<file path="src/hdl/flash_regs_pkg.sv">
package flash_regs_pkg;

   // ************************************************************
   // Register offsets
   // ************************************************************
   localparam logic [7:0] ADDR_LED_ENABLE_PIN_CALIBRATION_CTRL = 8'h05;
   localparam logic [7:0] ADDR_LED_TEMPERATURE_OUTPUT_VOLTAGE = 8'h06;
   localparam logic [7:0] ADDR_BATTERY_DROOP_AND_REVISION = 8'h07;

   // ************************************************************
   // Field positions, first control register
   // ************************************************************
   localparam int CALIBRATION_START_DONE_BIT = 7;
   localparam int POWER_SAVE_ENABLE_BIT = 6;
   localparam int PIN_DIRECTION_BIT = 5;
   localparam int SECOND_STROBE_LEVEL_BIT = 5;
   localparam int PIN_VALUE_BIT = 4;
   localparam int PIN_OUTPUT_TYPE_BIT = 3;
   localparam int SINK_ENABLE_LSB = 0;
   localparam int SINK_COUNT = 3;

   // ************************************************************
   // Field positions, temperature and voltage register
   // ************************************************************
   localparam int LED_TEMP_MONITOR_ENABLE_BIT = 7;
   localparam int LED_OVERHEAT_FLAG_BIT = 6;
   localparam int LED_TEMP_WARNING_FLAG_BIT = 5;
   localparam int SINK_HEADROOM_OK_BIT = 4;
   localparam int OUTPUT_VOLTAGE_CODE_LSB = 0;
   localparam int OUTPUT_VOLTAGE_CODE_WIDTH = 4;

   // ************************************************************
   // Field positions, droop and revision register
   // ************************************************************
   localparam int DROOP_MONITOR_ENABLE_BIT = 7;
   localparam int DROOP_THRESHOLD_CODE_LSB = 4;
   localparam int DROOP_THRESHOLD_CODE_WIDTH = 3;
   localparam int SPARE_BIT = 3;
   localparam int SILICON_REVISION_CODE_LSB = 0;
   localparam int SILICON_REVISION_CODE_WIDTH = 3;

   // ************************************************************
   // Reset values
   // ************************************************************
   localparam logic [7:0] RESET_LED_ENABLE_PIN_CALIBRATION_CTRL = 8'h55;
   localparam logic [7:0] RESET_LED_TEMPERATURE_OUTPUT_VOLTAGE = 8'h09;
   localparam logic [7:0] RESET_BATTERY_DROOP_CTRL = 8'h40;
   localparam logic [7:0] UNMAPPED_READ_VALUE = 8'h00;

   // ************************************************************
   // Modes and carriers
   // ************************************************************
   typedef enum logic [1:0] {
      MODE_SHUTDOWN = 2'h0,
      MODE_VIDEO_LIGHT = 2'h1,
      MODE_FLASH = 2'h2,
      MODE_VOLTAGE_SOURCE = 2'h3
   } mode_type;

   typedef struct packed {
      logic second_strobe_input;
      logic below_warning_threshold;
      logic below_hot_threshold;
      logic headroom_sufficient;
   } sense_in_type;

   typedef struct packed {
      logic power_save_enable;
      logic [SINK_COUNT-1:0] sink_enable;
      logic led_temp_monitor_enable;
      logic [OUTPUT_VOLTAGE_CODE_WIDTH-1:0] output_voltage_code;
      logic droop_monitor_enable;
      logic [DROOP_THRESHOLD_CODE_WIDTH-1:0] droop_threshold_code;
   } ctrl_out_type;

endpackage : flash_regs_pkg

</file>
<file path="src/hdl/level_sync.sv">
`timescale 1ns/1ps
`default_nettype none

module level_sync #(
   parameter int WIDTH = 4,
   parameter int STAGES = 2
) (
   input wire logic i_clk,
   input wire logic i_srst,
   input wire logic [WIDTH-1:0] i_async,
   output logic [WIDTH-1:0] o_sync
);

   // ************************************************************
   // Elaboration checks
   // ************************************************************
   if (STAGES < 2) begin : g_bad_stages
      $error("level_sync needs at least two stages");
   end
   if (WIDTH < 1) begin : g_bad_width
      $error("level_sync needs a width of at least one");
   end

   // ************************************************************
   // Flip-flop chain
   // ************************************************************
   logic [WIDTH-1:0] chain_q [STAGES];

   always_ff @(posedge i_clk) begin
      if (i_srst) begin
         for (int i = 0; i < STAGES; i++) begin
            chain_q[i] <= '0;
         end
      end else begin
         chain_q[0] <= i_async;
         for (int i = 1; i < STAGES; i++) begin
            chain_q[i] <= chain_q[i-1];
         end
      end
   end

   assign o_sync = chain_q[STAGES-1];

endmodule : level_sync

`default_nettype wire

</file>
<file path="src/hdl/flash_driver_ctrl_status_regs.sv">
// Summary of operation
// - Writing one to calibration bit starts self-calibration; zero starts nothing.
// - Calibration bit reads zero while running, one when done; cleared only at start.
// - Power-save enable bit turns light-load power-save on or off.
// - Read-only bit returns present level of the second strobe input.
// - Pin direction bit: zero makes pin input, one makes it output.
// - Pin value bit holds the level driven when pin is an output.
// - Output-type bit: zero push-pull, one open-drain.
// - Three sink enable bits each enable their own LED sink independently.
// - Temperature-monitor enable bit turns thermistor sensing on or off.
// - Overheat flag sets below hot threshold; cleared only by writing zero.
// - Overheat flag forces shutdown, latched until software clears the flag.
// - Read-only warning flag sets below warning threshold; cleared by reading.
// - Headroom bit, one sufficient, updated at end of each flash strobe.
// - Reading voltage code returns the latest self-calibration result or written code.
// - Writing voltage code sets regulation target, 3.825V to 5.700V.
// - Droop-monitor enable bit turns battery droop monitoring on or off.
// - Three-bit droop code selects tolerated droop, 50mV to 225mV.
// - Mode select: 00 shutdown, 01 video, 10 flash, 11 voltage source.
`timescale 1ns/1ps
`default_nettype none

module flash_driver_ctrl_status_regs
   import flash_regs_pkg::*;
#(
   parameter logic [SILICON_REVISION_CODE_WIDTH-1:0] SILICON_REVISION = 3'h1, // Arbitrary value
   parameter int SYNC_STAGES = 2
) (
   input wire logic i_clk,
   input wire logic i_srst,
   // Register port behind the serial interface
   input wire logic i_reg_wr,
   input wire logic i_reg_rd,
   input wire logic [7:0] i_reg_addr,
   input wire logic [7:0] i_reg_wdata,
   output logic [7:0] o_reg_rdata,
   // Analog and pin sense levels
   input wire sense_in_type i_sense,
   // Calibration engine
   output logic o_cal_start,
   input wire logic i_cal_done,
   input wire logic [OUTPUT_VOLTAGE_CODE_WIDTH-1:0] i_cal_result,
   // Flash sequencer
   input wire logic i_strobe_end,
   input wire logic [1:0] i_mode_select,
   input wire logic i_force_voltage_mode,
   output mode_type o_operating_mode,
   output logic o_voltage_mode_active,
   output logic o_overheat_shutdown,
   // General-purpose pin
   input wire logic i_gpio_pin,
   output logic o_gpio_out,
   output logic o_gpio_oe,
   // Settings to the analog blocks
   output ctrl_out_type o_ctrl
);

   // ************************************************************
   // Elaboration checks
   // ************************************************************
   if (SYNC_STAGES < 2) begin : g_bad_sync
      $error("SYNC_STAGES must be at least two");
   end

   // ************************************************************
   // Helpers
   // ************************************************************
   function automatic logic reg_hit(input logic [7:0] addr, input logic [7:0] target);
      reg_hit = (addr == target);
   endfunction : reg_hit

   function automatic mode_type decode_mode(input logic [1:0] sel, input logic hot);
      mode_type m;
      case (sel)
         2'h0: m = MODE_SHUTDOWN;
         2'h1: m = MODE_VIDEO_LIGHT;
         2'h2: m = MODE_FLASH;
         2'h3: m = MODE_VOLTAGE_SOURCE;
         default: m = MODE_SHUTDOWN;
      endcase
      if (hot) begin
         m = MODE_SHUTDOWN;
      end
      decode_mode = m;
   endfunction : decode_mode

   // ************************************************************
   // Synchronisers for pin and comparator levels
   // ************************************************************
   logic [4:0] async_levels;
   logic [4:0] sync_levels;
   logic strobe_level;
   logic warn_level;
   logic hot_level;
   logic headroom_level;
   logic gpio_level;

   assign async_levels = {i_sense.second_strobe_input, i_sense.below_warning_threshold,
                          i_sense.below_hot_threshold, i_sense.headroom_sufficient, i_gpio_pin};

   level_sync #(
      .WIDTH(5),
      .STAGES(SYNC_STAGES)
   ) u_level_sync (
      .i_clk(i_clk),
      .i_srst(i_srst),
      .i_async(async_levels),
      .o_sync(sync_levels)
   );

   assign strobe_level = sync_levels[4];
   assign warn_level = sync_levels[3];
   assign hot_level = sync_levels[2];
   assign headroom_level = sync_levels[1];
   assign gpio_level = sync_levels[0];

   // ************************************************************
   // Access decode
   // ************************************************************
   logic wr_ctrl;
   logic wr_temp;
   logic wr_droop;
   logic rd_temp;

   assign wr_ctrl = i_reg_wr && reg_hit(i_reg_addr, ADDR_LED_ENABLE_PIN_CALIBRATION_CTRL);
   assign wr_temp = i_reg_wr && reg_hit(i_reg_addr, ADDR_LED_TEMPERATURE_OUTPUT_VOLTAGE);
   assign wr_droop = i_reg_wr && reg_hit(i_reg_addr, ADDR_BATTERY_DROOP_AND_REVISION);
   assign rd_temp = i_reg_rd && reg_hit(i_reg_addr, ADDR_LED_TEMPERATURE_OUTPUT_VOLTAGE);

   // ************************************************************
   // Calibration sequence
   // ************************************************************
   typedef enum logic {
      CAL_IDLE,
      CAL_RUN
   } cal_state_type;

   cal_state_type cal_state_q;
   logic cal_done_q;
   logic cal_start_q;
   logic cal_launch;

   assign cal_launch = wr_ctrl && i_reg_wdata[CALIBRATION_START_DONE_BIT];

   always_ff @(posedge i_clk) begin
      if (i_srst) begin
         cal_state_q <= CAL_IDLE;
         cal_done_q <= RESET_LED_ENABLE_PIN_CALIBRATION_CTRL[CALIBRATION_START_DONE_BIT];
         cal_start_q <= 1'b0;
      end else begin
         cal_start_q <= cal_launch;
         case (cal_state_q)
            CAL_IDLE: begin
               if (cal_launch) begin
                  cal_state_q <= CAL_RUN;
                  cal_done_q <= 1'b0;
               end
            end
            CAL_RUN: begin
               if (cal_launch) begin
                  cal_done_q <= 1'b0;
               end else if (i_cal_done) begin
                  cal_state_q <= CAL_IDLE;
                  cal_done_q <= 1'b1;
               end
            end
            default: begin
               cal_state_q <= CAL_IDLE;
            end
         endcase
      end
   end

   assign o_cal_start = cal_start_q;

   // ************************************************************
   // First control register: power save, pin, sinks
   // ************************************************************
   logic power_save_q;
   logic pin_direction_q;
   logic pin_value_q;
   logic pin_output_type_q;
   logic [SINK_COUNT-1:0] sink_enable_q;

   always_ff @(posedge i_clk) begin
      if (i_srst) begin
         power_save_q <= RESET_LED_ENABLE_PIN_CALIBRATION_CTRL[POWER_SAVE_ENABLE_BIT];
         pin_direction_q <= RESET_LED_ENABLE_PIN_CALIBRATION_CTRL[PIN_DIRECTION_BIT];
         pin_value_q <= RESET_LED_ENABLE_PIN_CALIBRATION_CTRL[PIN_VALUE_BIT];
         pin_output_type_q <= RESET_LED_ENABLE_PIN_CALIBRATION_CTRL[PIN_OUTPUT_TYPE_BIT];
         sink_enable_q <= RESET_LED_ENABLE_PIN_CALIBRATION_CTRL[SINK_ENABLE_LSB +: SINK_COUNT];
      end else if (wr_ctrl) begin
         power_save_q <= i_reg_wdata[POWER_SAVE_ENABLE_BIT];
         pin_direction_q <= i_reg_wdata[PIN_DIRECTION_BIT];
         pin_value_q <= i_reg_wdata[PIN_VALUE_BIT];
         pin_output_type_q <= i_reg_wdata[PIN_OUTPUT_TYPE_BIT];
         sink_enable_q <= i_reg_wdata[SINK_ENABLE_LSB +: SINK_COUNT];
      end
   end

   // ************************************************************
   // General-purpose pin drive
   // ************************************************************
   always_ff @(posedge i_clk) begin
      if (i_srst) begin
         o_gpio_out <= 1'b0;
         o_gpio_oe <= 1'b0;
      end else if (pin_output_type_q) begin
         o_gpio_out <= 1'b0;
         o_gpio_oe <= pin_direction_q && !pin_value_q;
      end else begin
         o_gpio_out <= pin_value_q;
         o_gpio_oe <= pin_direction_q;
      end
   end

   // ************************************************************
   // Temperature monitoring
   // ************************************************************
   logic temp_monitor_q;
   logic overheat_q;
   logic warning_q;

   always_ff @(posedge i_clk) begin
      if (i_srst) begin
         temp_monitor_q <= RESET_LED_TEMPERATURE_OUTPUT_VOLTAGE[LED_TEMP_MONITOR_ENABLE_BIT];
      end else if (wr_temp) begin
         temp_monitor_q <= i_reg_wdata[LED_TEMP_MONITOR_ENABLE_BIT];
      end
   end

   always_ff @(posedge i_clk) begin
      if (i_srst) begin
         overheat_q <= RESET_LED_TEMPERATURE_OUTPUT_VOLTAGE[LED_OVERHEAT_FLAG_BIT];
      end else if (temp_monitor_q && hot_level) begin
         overheat_q <= 1'b1;
      end else if (wr_temp && !i_reg_wdata[LED_OVERHEAT_FLAG_BIT]) begin
         overheat_q <= 1'b0;
      end
   end

   always_ff @(posedge i_clk) begin
      if (i_srst) begin
         warning_q <= RESET_LED_TEMPERATURE_OUTPUT_VOLTAGE[LED_TEMP_WARNING_FLAG_BIT];
      end else if (temp_monitor_q && warn_level) begin
         warning_q <= 1'b1;
      end else if (rd_temp) begin
         warning_q <= 1'b0;
      end
   end

   assign o_overheat_shutdown = overheat_q;

   // ************************************************************
   // Headroom status
   // ************************************************************
   logic headroom_q;

   always_ff @(posedge i_clk) begin
      if (i_srst) begin
         headroom_q <= RESET_LED_TEMPERATURE_OUTPUT_VOLTAGE[SINK_HEADROOM_OK_BIT];
      end else if (i_strobe_end) begin
         headroom_q <= headroom_level;
      end
   end

   // ************************************************************
   // Output voltage code
   // ************************************************************
   logic [OUTPUT_VOLTAGE_CODE_WIDTH-1:0] voltage_code_q;

   always_ff @(posedge i_clk) begin
      if (i_srst) begin
         voltage_code_q <= RESET_LED_TEMPERATURE_OUTPUT_VOLTAGE[OUTPUT_VOLTAGE_CODE_LSB +: OUTPUT_VOLTAGE_CODE_WIDTH];
      end else if (cal_state_q == CAL_RUN && i_cal_done && !cal_launch) begin
         voltage_code_q <= i_cal_result;
      end else if (wr_temp) begin
         voltage_code_q <= i_reg_wdata[OUTPUT_VOLTAGE_CODE_LSB +: OUTPUT_VOLTAGE_CODE_WIDTH];
      end
   end

   // ************************************************************
   // Battery droop monitoring
   // ************************************************************
   logic droop_monitor_q;
   logic [DROOP_THRESHOLD_CODE_WIDTH-1:0] droop_code_q;
   logic spare_q;

   always_ff @(posedge i_clk) begin
      if (i_srst) begin
         droop_monitor_q <= RESET_BATTERY_DROOP_CTRL[DROOP_MONITOR_ENABLE_BIT];
         droop_code_q <= RESET_BATTERY_DROOP_CTRL[DROOP_THRESHOLD_CODE_LSB +: DROOP_THRESHOLD_CODE_WIDTH];
         spare_q <= RESET_BATTERY_DROOP_CTRL[SPARE_BIT];
      end else if (wr_droop) begin
         droop_monitor_q <= i_reg_wdata[DROOP_MONITOR_ENABLE_BIT];
         droop_code_q <= i_reg_wdata[DROOP_THRESHOLD_CODE_LSB +: DROOP_THRESHOLD_CODE_WIDTH];
         spare_q <= i_reg_wdata[SPARE_BIT];
      end
   end

   // ************************************************************
   // Operating mode
   // ************************************************************
   always_ff @(posedge i_clk) begin
      if (i_srst) begin
         o_operating_mode <= MODE_SHUTDOWN;
         o_voltage_mode_active <= 1'b0;
      end else begin
         o_operating_mode <= decode_mode(i_mode_select, overheat_q);
         o_voltage_mode_active <= !overheat_q && (i_force_voltage_mode || i_mode_select == 2'h3);
      end
   end

   // ************************************************************
   // Settings outputs
   // ************************************************************
   always_ff @(posedge i_clk) begin
      if (i_srst) begin
         o_ctrl <= '0;
      end else begin
         o_ctrl.power_save_enable <= power_save_q;
         o_ctrl.sink_enable <= sink_enable_q;
         o_ctrl.led_temp_monitor_enable <= temp_monitor_q;
         o_ctrl.output_voltage_code <= voltage_code_q;
         o_ctrl.droop_monitor_enable <= droop_monitor_q;
         o_ctrl.droop_threshold_code <= droop_code_q;
      end
   end

   // ************************************************************
   // Read data
   // ************************************************************
   logic [7:0] rdata_d;
   logic pin_readback;

   assign pin_readback = pin_direction_q ? pin_value_q : gpio_level;

   always_comb begin
      rdata_d = UNMAPPED_READ_VALUE;
      case (i_reg_addr)
         ADDR_LED_ENABLE_PIN_CALIBRATION_CTRL: begin
            rdata_d[CALIBRATION_START_DONE_BIT] = cal_done_q;
            rdata_d[POWER_SAVE_ENABLE_BIT] = power_save_q;
            rdata_d[SECOND_STROBE_LEVEL_BIT] = strobe_level;
            rdata_d[PIN_VALUE_BIT] = pin_readback;
            rdata_d[PIN_OUTPUT_TYPE_BIT] = pin_output_type_q;
            rdata_d[SINK_ENABLE_LSB +: SINK_COUNT] = sink_enable_q;
         end
         ADDR_LED_TEMPERATURE_OUTPUT_VOLTAGE: begin
            rdata_d[LED_TEMP_MONITOR_ENABLE_BIT] = temp_monitor_q;
            rdata_d[LED_OVERHEAT_FLAG_BIT] = overheat_q;
            rdata_d[LED_TEMP_WARNING_FLAG_BIT] = warning_q;
            rdata_d[SINK_HEADROOM_OK_BIT] = headroom_q;
            rdata_d[OUTPUT_VOLTAGE_CODE_LSB +: OUTPUT_VOLTAGE_CODE_WIDTH] = voltage_code_q;
         end
         ADDR_BATTERY_DROOP_AND_REVISION: begin
            rdata_d[DROOP_MONITOR_ENABLE_BIT] = droop_monitor_q;
            rdata_d[DROOP_THRESHOLD_CODE_LSB +: DROOP_THRESHOLD_CODE_WIDTH] = droop_code_q;
            rdata_d[SPARE_BIT] = spare_q;
            rdata_d[SILICON_REVISION_CODE_LSB +: SILICON_REVISION_CODE_WIDTH] = SILICON_REVISION;
         end
         default: begin
            rdata_d = UNMAPPED_READ_VALUE;
         end
      endcase
   end

   always_ff @(posedge i_clk) begin
      if (i_srst) begin
         o_reg_rdata <= UNMAPPED_READ_VALUE;
      end else if (i_reg_rd) begin
         o_reg_rdata <= rdata_d;
      end
   end

endmodule : flash_driver_ctrl_status_regs

`default_nettype wire

</file>
<file path="config.mk">
export PLATFORM = sky130hd
export DESIGN_NAME = flash_driver_ctrl_status_regs
export DESIGN_NICKNAME = d
export VERILOG_FILES = /design/src/hdl/flash_regs_pkg.sv /design/src/hdl/level_sync.sv /design/src/hdl/flash_driver_ctrl_status_regs.sv
export SDC_FILE = /design/constraint.sdc
export NUM_CORES = 1
export LEC_CHECK = 0
export BUFFER_PORTS_ARGS = -buffer_cell sky130_fd_sc_hd__buf_2
export CAP_MARGIN = 30
export CORE_MARGIN = 3
export CORE_UTILIZATION = 50
export CTS_BUF_LIST = sky130_fd_sc_hd__clkbuf_4 sky130_fd_sc_hd__clkbuf_8
export DETAILED_ROUTE_END_ITERATION = 8
export GPL_ROUTABILITY_DRIVEN = 0
export HOLD_SLACK_MARGIN = 0.03
export PLACE_DENSITY_LB_ADDON = 0.25
export SLEW_MARGIN = 25
export SYNTH_ARGS = -nofsm -noshare
export SYNTH_HDL_FRONTEND = slang
export SYNTH_SLANG_ARGS = --single-unit
export TNS_END_PERCENT = 5
</file>
<file path="constraint.sdc">
create_clock -name i_clk -period 2.2 [get_ports i_clk]
set_input_delay 0.44 -clock i_clk [delete_from_list [all_inputs] [get_ports i_clk]]
set_output_delay 0.44 -clock i_clk [all_outputs]
set_load 0.03 [all_outputs]
</file>
==> results.ini <==
[worst_setup_path]
slowest_stage=nor4b_4
critical_path_buf_inv_count=1
end_kind=flip-flop
critPathMaxStageDelay_ns=0.45
worstPathArrival_ns=1.78
crit_family=simple AND/OR/NAND/NOR gates
worstPathRequired_ns=2.44
crit_path_start_kind=primary input
path_class=in2reg
worstPathMaxFanout=7
crit_chain=buf_2, nor4b_4, nand4_2, and2_4, a221oi_2

[detailed_routing]
drtPass1Iterations=5
wirelength_um=4290
ant_nets=0
drc=0
wl_per_cell_um=13.0
drtIter0Drc=81
vias=1717
drt-vias-per-instance=5.22

[clock_network]
clkTransAtPathRegs_ns=0.06
postCtsSetupBuffers=0
cts_tree=done
htree_levels=3
ctsLongestPathBuffers=2
clk_latency_ns=0.32
root_buffer=clkbuf_8
numCtsBuffers=9
cts_resized=0
cts_hold_buf=0
clock_sinks=59

[yosys]
synthCells=214
yosys_warnings=0
synth_seq_area_share=0.540
syn-num-nets=248
synth_cell_types=31
synth_area_per_cell_um2=10.2
synth-seq-cells=59
netlist_area_um2=2190

[timing]
clock_skew_ns=0.00400
holdWs_ns=0.323
finalSetupTns_ns=0
finalMaxSlewViolations=0
rsz0062_at_grt=false
fin_crit_sh=0.700
finalSetupViolations=0
period_needed_ns=1.54
relSlewSlack=0.698
fmax_mhz=650
finalHoldViolCount=0
tightest_slew_ns=0.451

[power_and_ir_drop]
p_sw_frac=0.215
intPower_mw=1.60
cellPowerDensity_nw_per_um2=757
ir_drop_v=0.000531
power_switching_mw=0.440
seq_power_share=0.535
pwr-share-clk=0.397
p_leak_nw=1.28
p_comb_frac=0.068

[grt]
grt-ovfl-total=0
grt_pass1_wl_um=6770
grt_pass1_vias=1568
grt_usage=0.174
antenna_found_initial=0
grt_start_max_net_pins=26

[placed_design]
dp_hpwl_um=3140
io_buffers=61
place_inst=316

[run_status]
outcome=completed

[floorplanning]
die_area_um2=5200
boundaryPins=62
start_util=0.531
die_h_um=72.1
core_area_um2=4120
die_width_um=72.1
rows=23

[run]
drv_cap=0

[layout]
antenna_cells=0
fill_cells=352
finish.net_count=311
fin_cells=329
syn_to_final_growth_pct=23.6
drive_gt1_frac=0.319

[min_path]
hold_path.class=in2reg

cell type report:
class	instances	area, µm²	share of cell area
flip-flops and latches	59	1180	0.437
multi-input cells	132	913	0.338
repair buffers	65	348	0.129
clock buffers	13	160	0.0593
well taps	50	62.6	0.0231
inverters	10	37.5	0.0139
cell usage after synthesis:
master,instances,area share
a2bb2oi_1,2,0.0080
nand4_1,2,0.0057
and2_4,1,0.0040
nor4b_4,1,0.011
a211o_1,5,0.020
and2_1,3,0.0086
nand2_1,4,0.0069
mux2i_1,12,0.055
o21ai_0,2,0.0046
o32ai_1,1,0.0040
and3b_1,1,0.0040
a211oi_1,1,0.0034
nand2b_1,8,0.023
buf_2,4,0.0092
inv_1,10,0.017
mux2_2,4,0.021
a22o_1,6,0.024
nand3b_1,1,0.0034
a221oi_2,2,0.014
clkbuf_1,9,0.015
nand4_2,3,0.017
nor3b_1,3,0.010
o2111ai_1,1,0.0040
nor3_1,2,0.0046
nor2b_1,25,0.072
nor2_1,20,0.034
dfxtp_1,59,0.54
nand3_1,6,0.014
a21oi_1,11,0.025
a21o_1,1,0.0034
a22oi_1,4,0.014
cells by family (layout without fill, tap and decap cells):
family	count (synthesis)	count (layout)	share of synthesized area
simple gates	80	80	0.218
flops	59	59	0.540
buf+inv	23	88	0.0418
compound gates	36	36	0.124
mux	16	16	0.0756
worst register-to-register path, delay by kind of cell, from the launching register on:
family / cells / cell delay (ns)
multiplexers: 1 / 0.28
flip-flops: 1 / 0.34
AND/OR/NAND/NOR: 1 / 0.07
AO/OA/AOI/OAI: 2 / 0.24
flip-flops by register name (all words and copies together), names as in the netlist, 2 cells and up:
signal,cells
u_level_sync.chain_q,10
o_reg_rdata,8
droop_code_q,3
o_operating_mode,2
sink_enable_q,3
voltage_code_q,4
o_ctrl,13
power by group through the flow:
stage | clock, mW | sequential [mW] | combinational [mW]
after floorplan | 0 | 1.14 | 0.0598
after global placement | 0 | 1.12 | 0.139
after detailed placement | 0 | 1.12 | 0.140
after CTS | 0.838 | 1.09 | 0.141
after global routing | 0.878 | 1.09 | 0.152
final | 0.812 | 1.09 | 0.139
placed cells by master (no fill, tap or decap), drive strengths merged:
| master | n |
|---|---|
| buf | 65 |
| dfxtp | 59 |
| nor2b | 25 |
| nor2 | 20 |
| clkbuf | 13 |
| mux2i | 12 |
| a21oi | 11 |
| inv | 10 |
| nand2b | 8 |
| a22o | 6 |
| nand3 | 6 |
| a211o | 5 |
| nand4 | 5 |
| nand2 | 4 |
| a22oi | 4 |
| mux2 | 4 |
| and2 | 4 |
| nor3b | 3 |
| o21ai | 2 |
| nor3 | 2 |
| a2bb2oi | 2 |
| a221oi | 2 |
| a211oi | 1 |
| nor4b | 1 |
| and3b | 1 |
| nand3b | 1 |
| o32ai | 1 |
| a21o | 1 |
| o2111ai | 1 |
metrics by stage:
step                cell area (µm²)  setup WS (ns)   util  power [mW]
finish                         2700          0.661  0.657        2.05
global route                   2700          0.542  0.657        2.12
CTS                            2700          0.685  0.657        2.07
detailed placement             2540          0.347  0.618        1.26
global placement               2540          0.365  0.618        1.26
floorplan                      2190          0.582      -        1.20
metal layers:
| layer | wire (µm) | track usage | share of wire |
|---|---|---|---|
| met1 | 1820 | 0.199 | 0.42 |
| met5 | 0 | 0 | 0 |
| met4 | 120 | 0.119 | 0.028 |
| met3 | 247 | 0.0499 | 0.058 |
| met2 | 2100 | 0.278 | 0.49 |
worst paths after layout:
path | start | end | slack [ns] | cells after the start
setup / recovery | i_reg_addr[7] | voltage_code_q[1]$_SDFFE_PP0P_ | 0.66 | 5
hold / removal | i_gpio_pin | u_level_sync.chain_q[0][0]$_SDFF_PP0_ | 0.32 | 2
setup reg to reg | pin_output_type_q$_SDFFE_PP0P_ | o_reg_rdata[3]$_SDFFE_PP0P_ | 1.13 | 4
hold reg to reg | u_level_sync.chain_q[0][1]$_SDFF_PP0_ | u_level_sync.chain_q[0][6]$_SDFF_PP0_ | 0.43 | 1
Note: power is estimated with default switching activity, not from simulation.
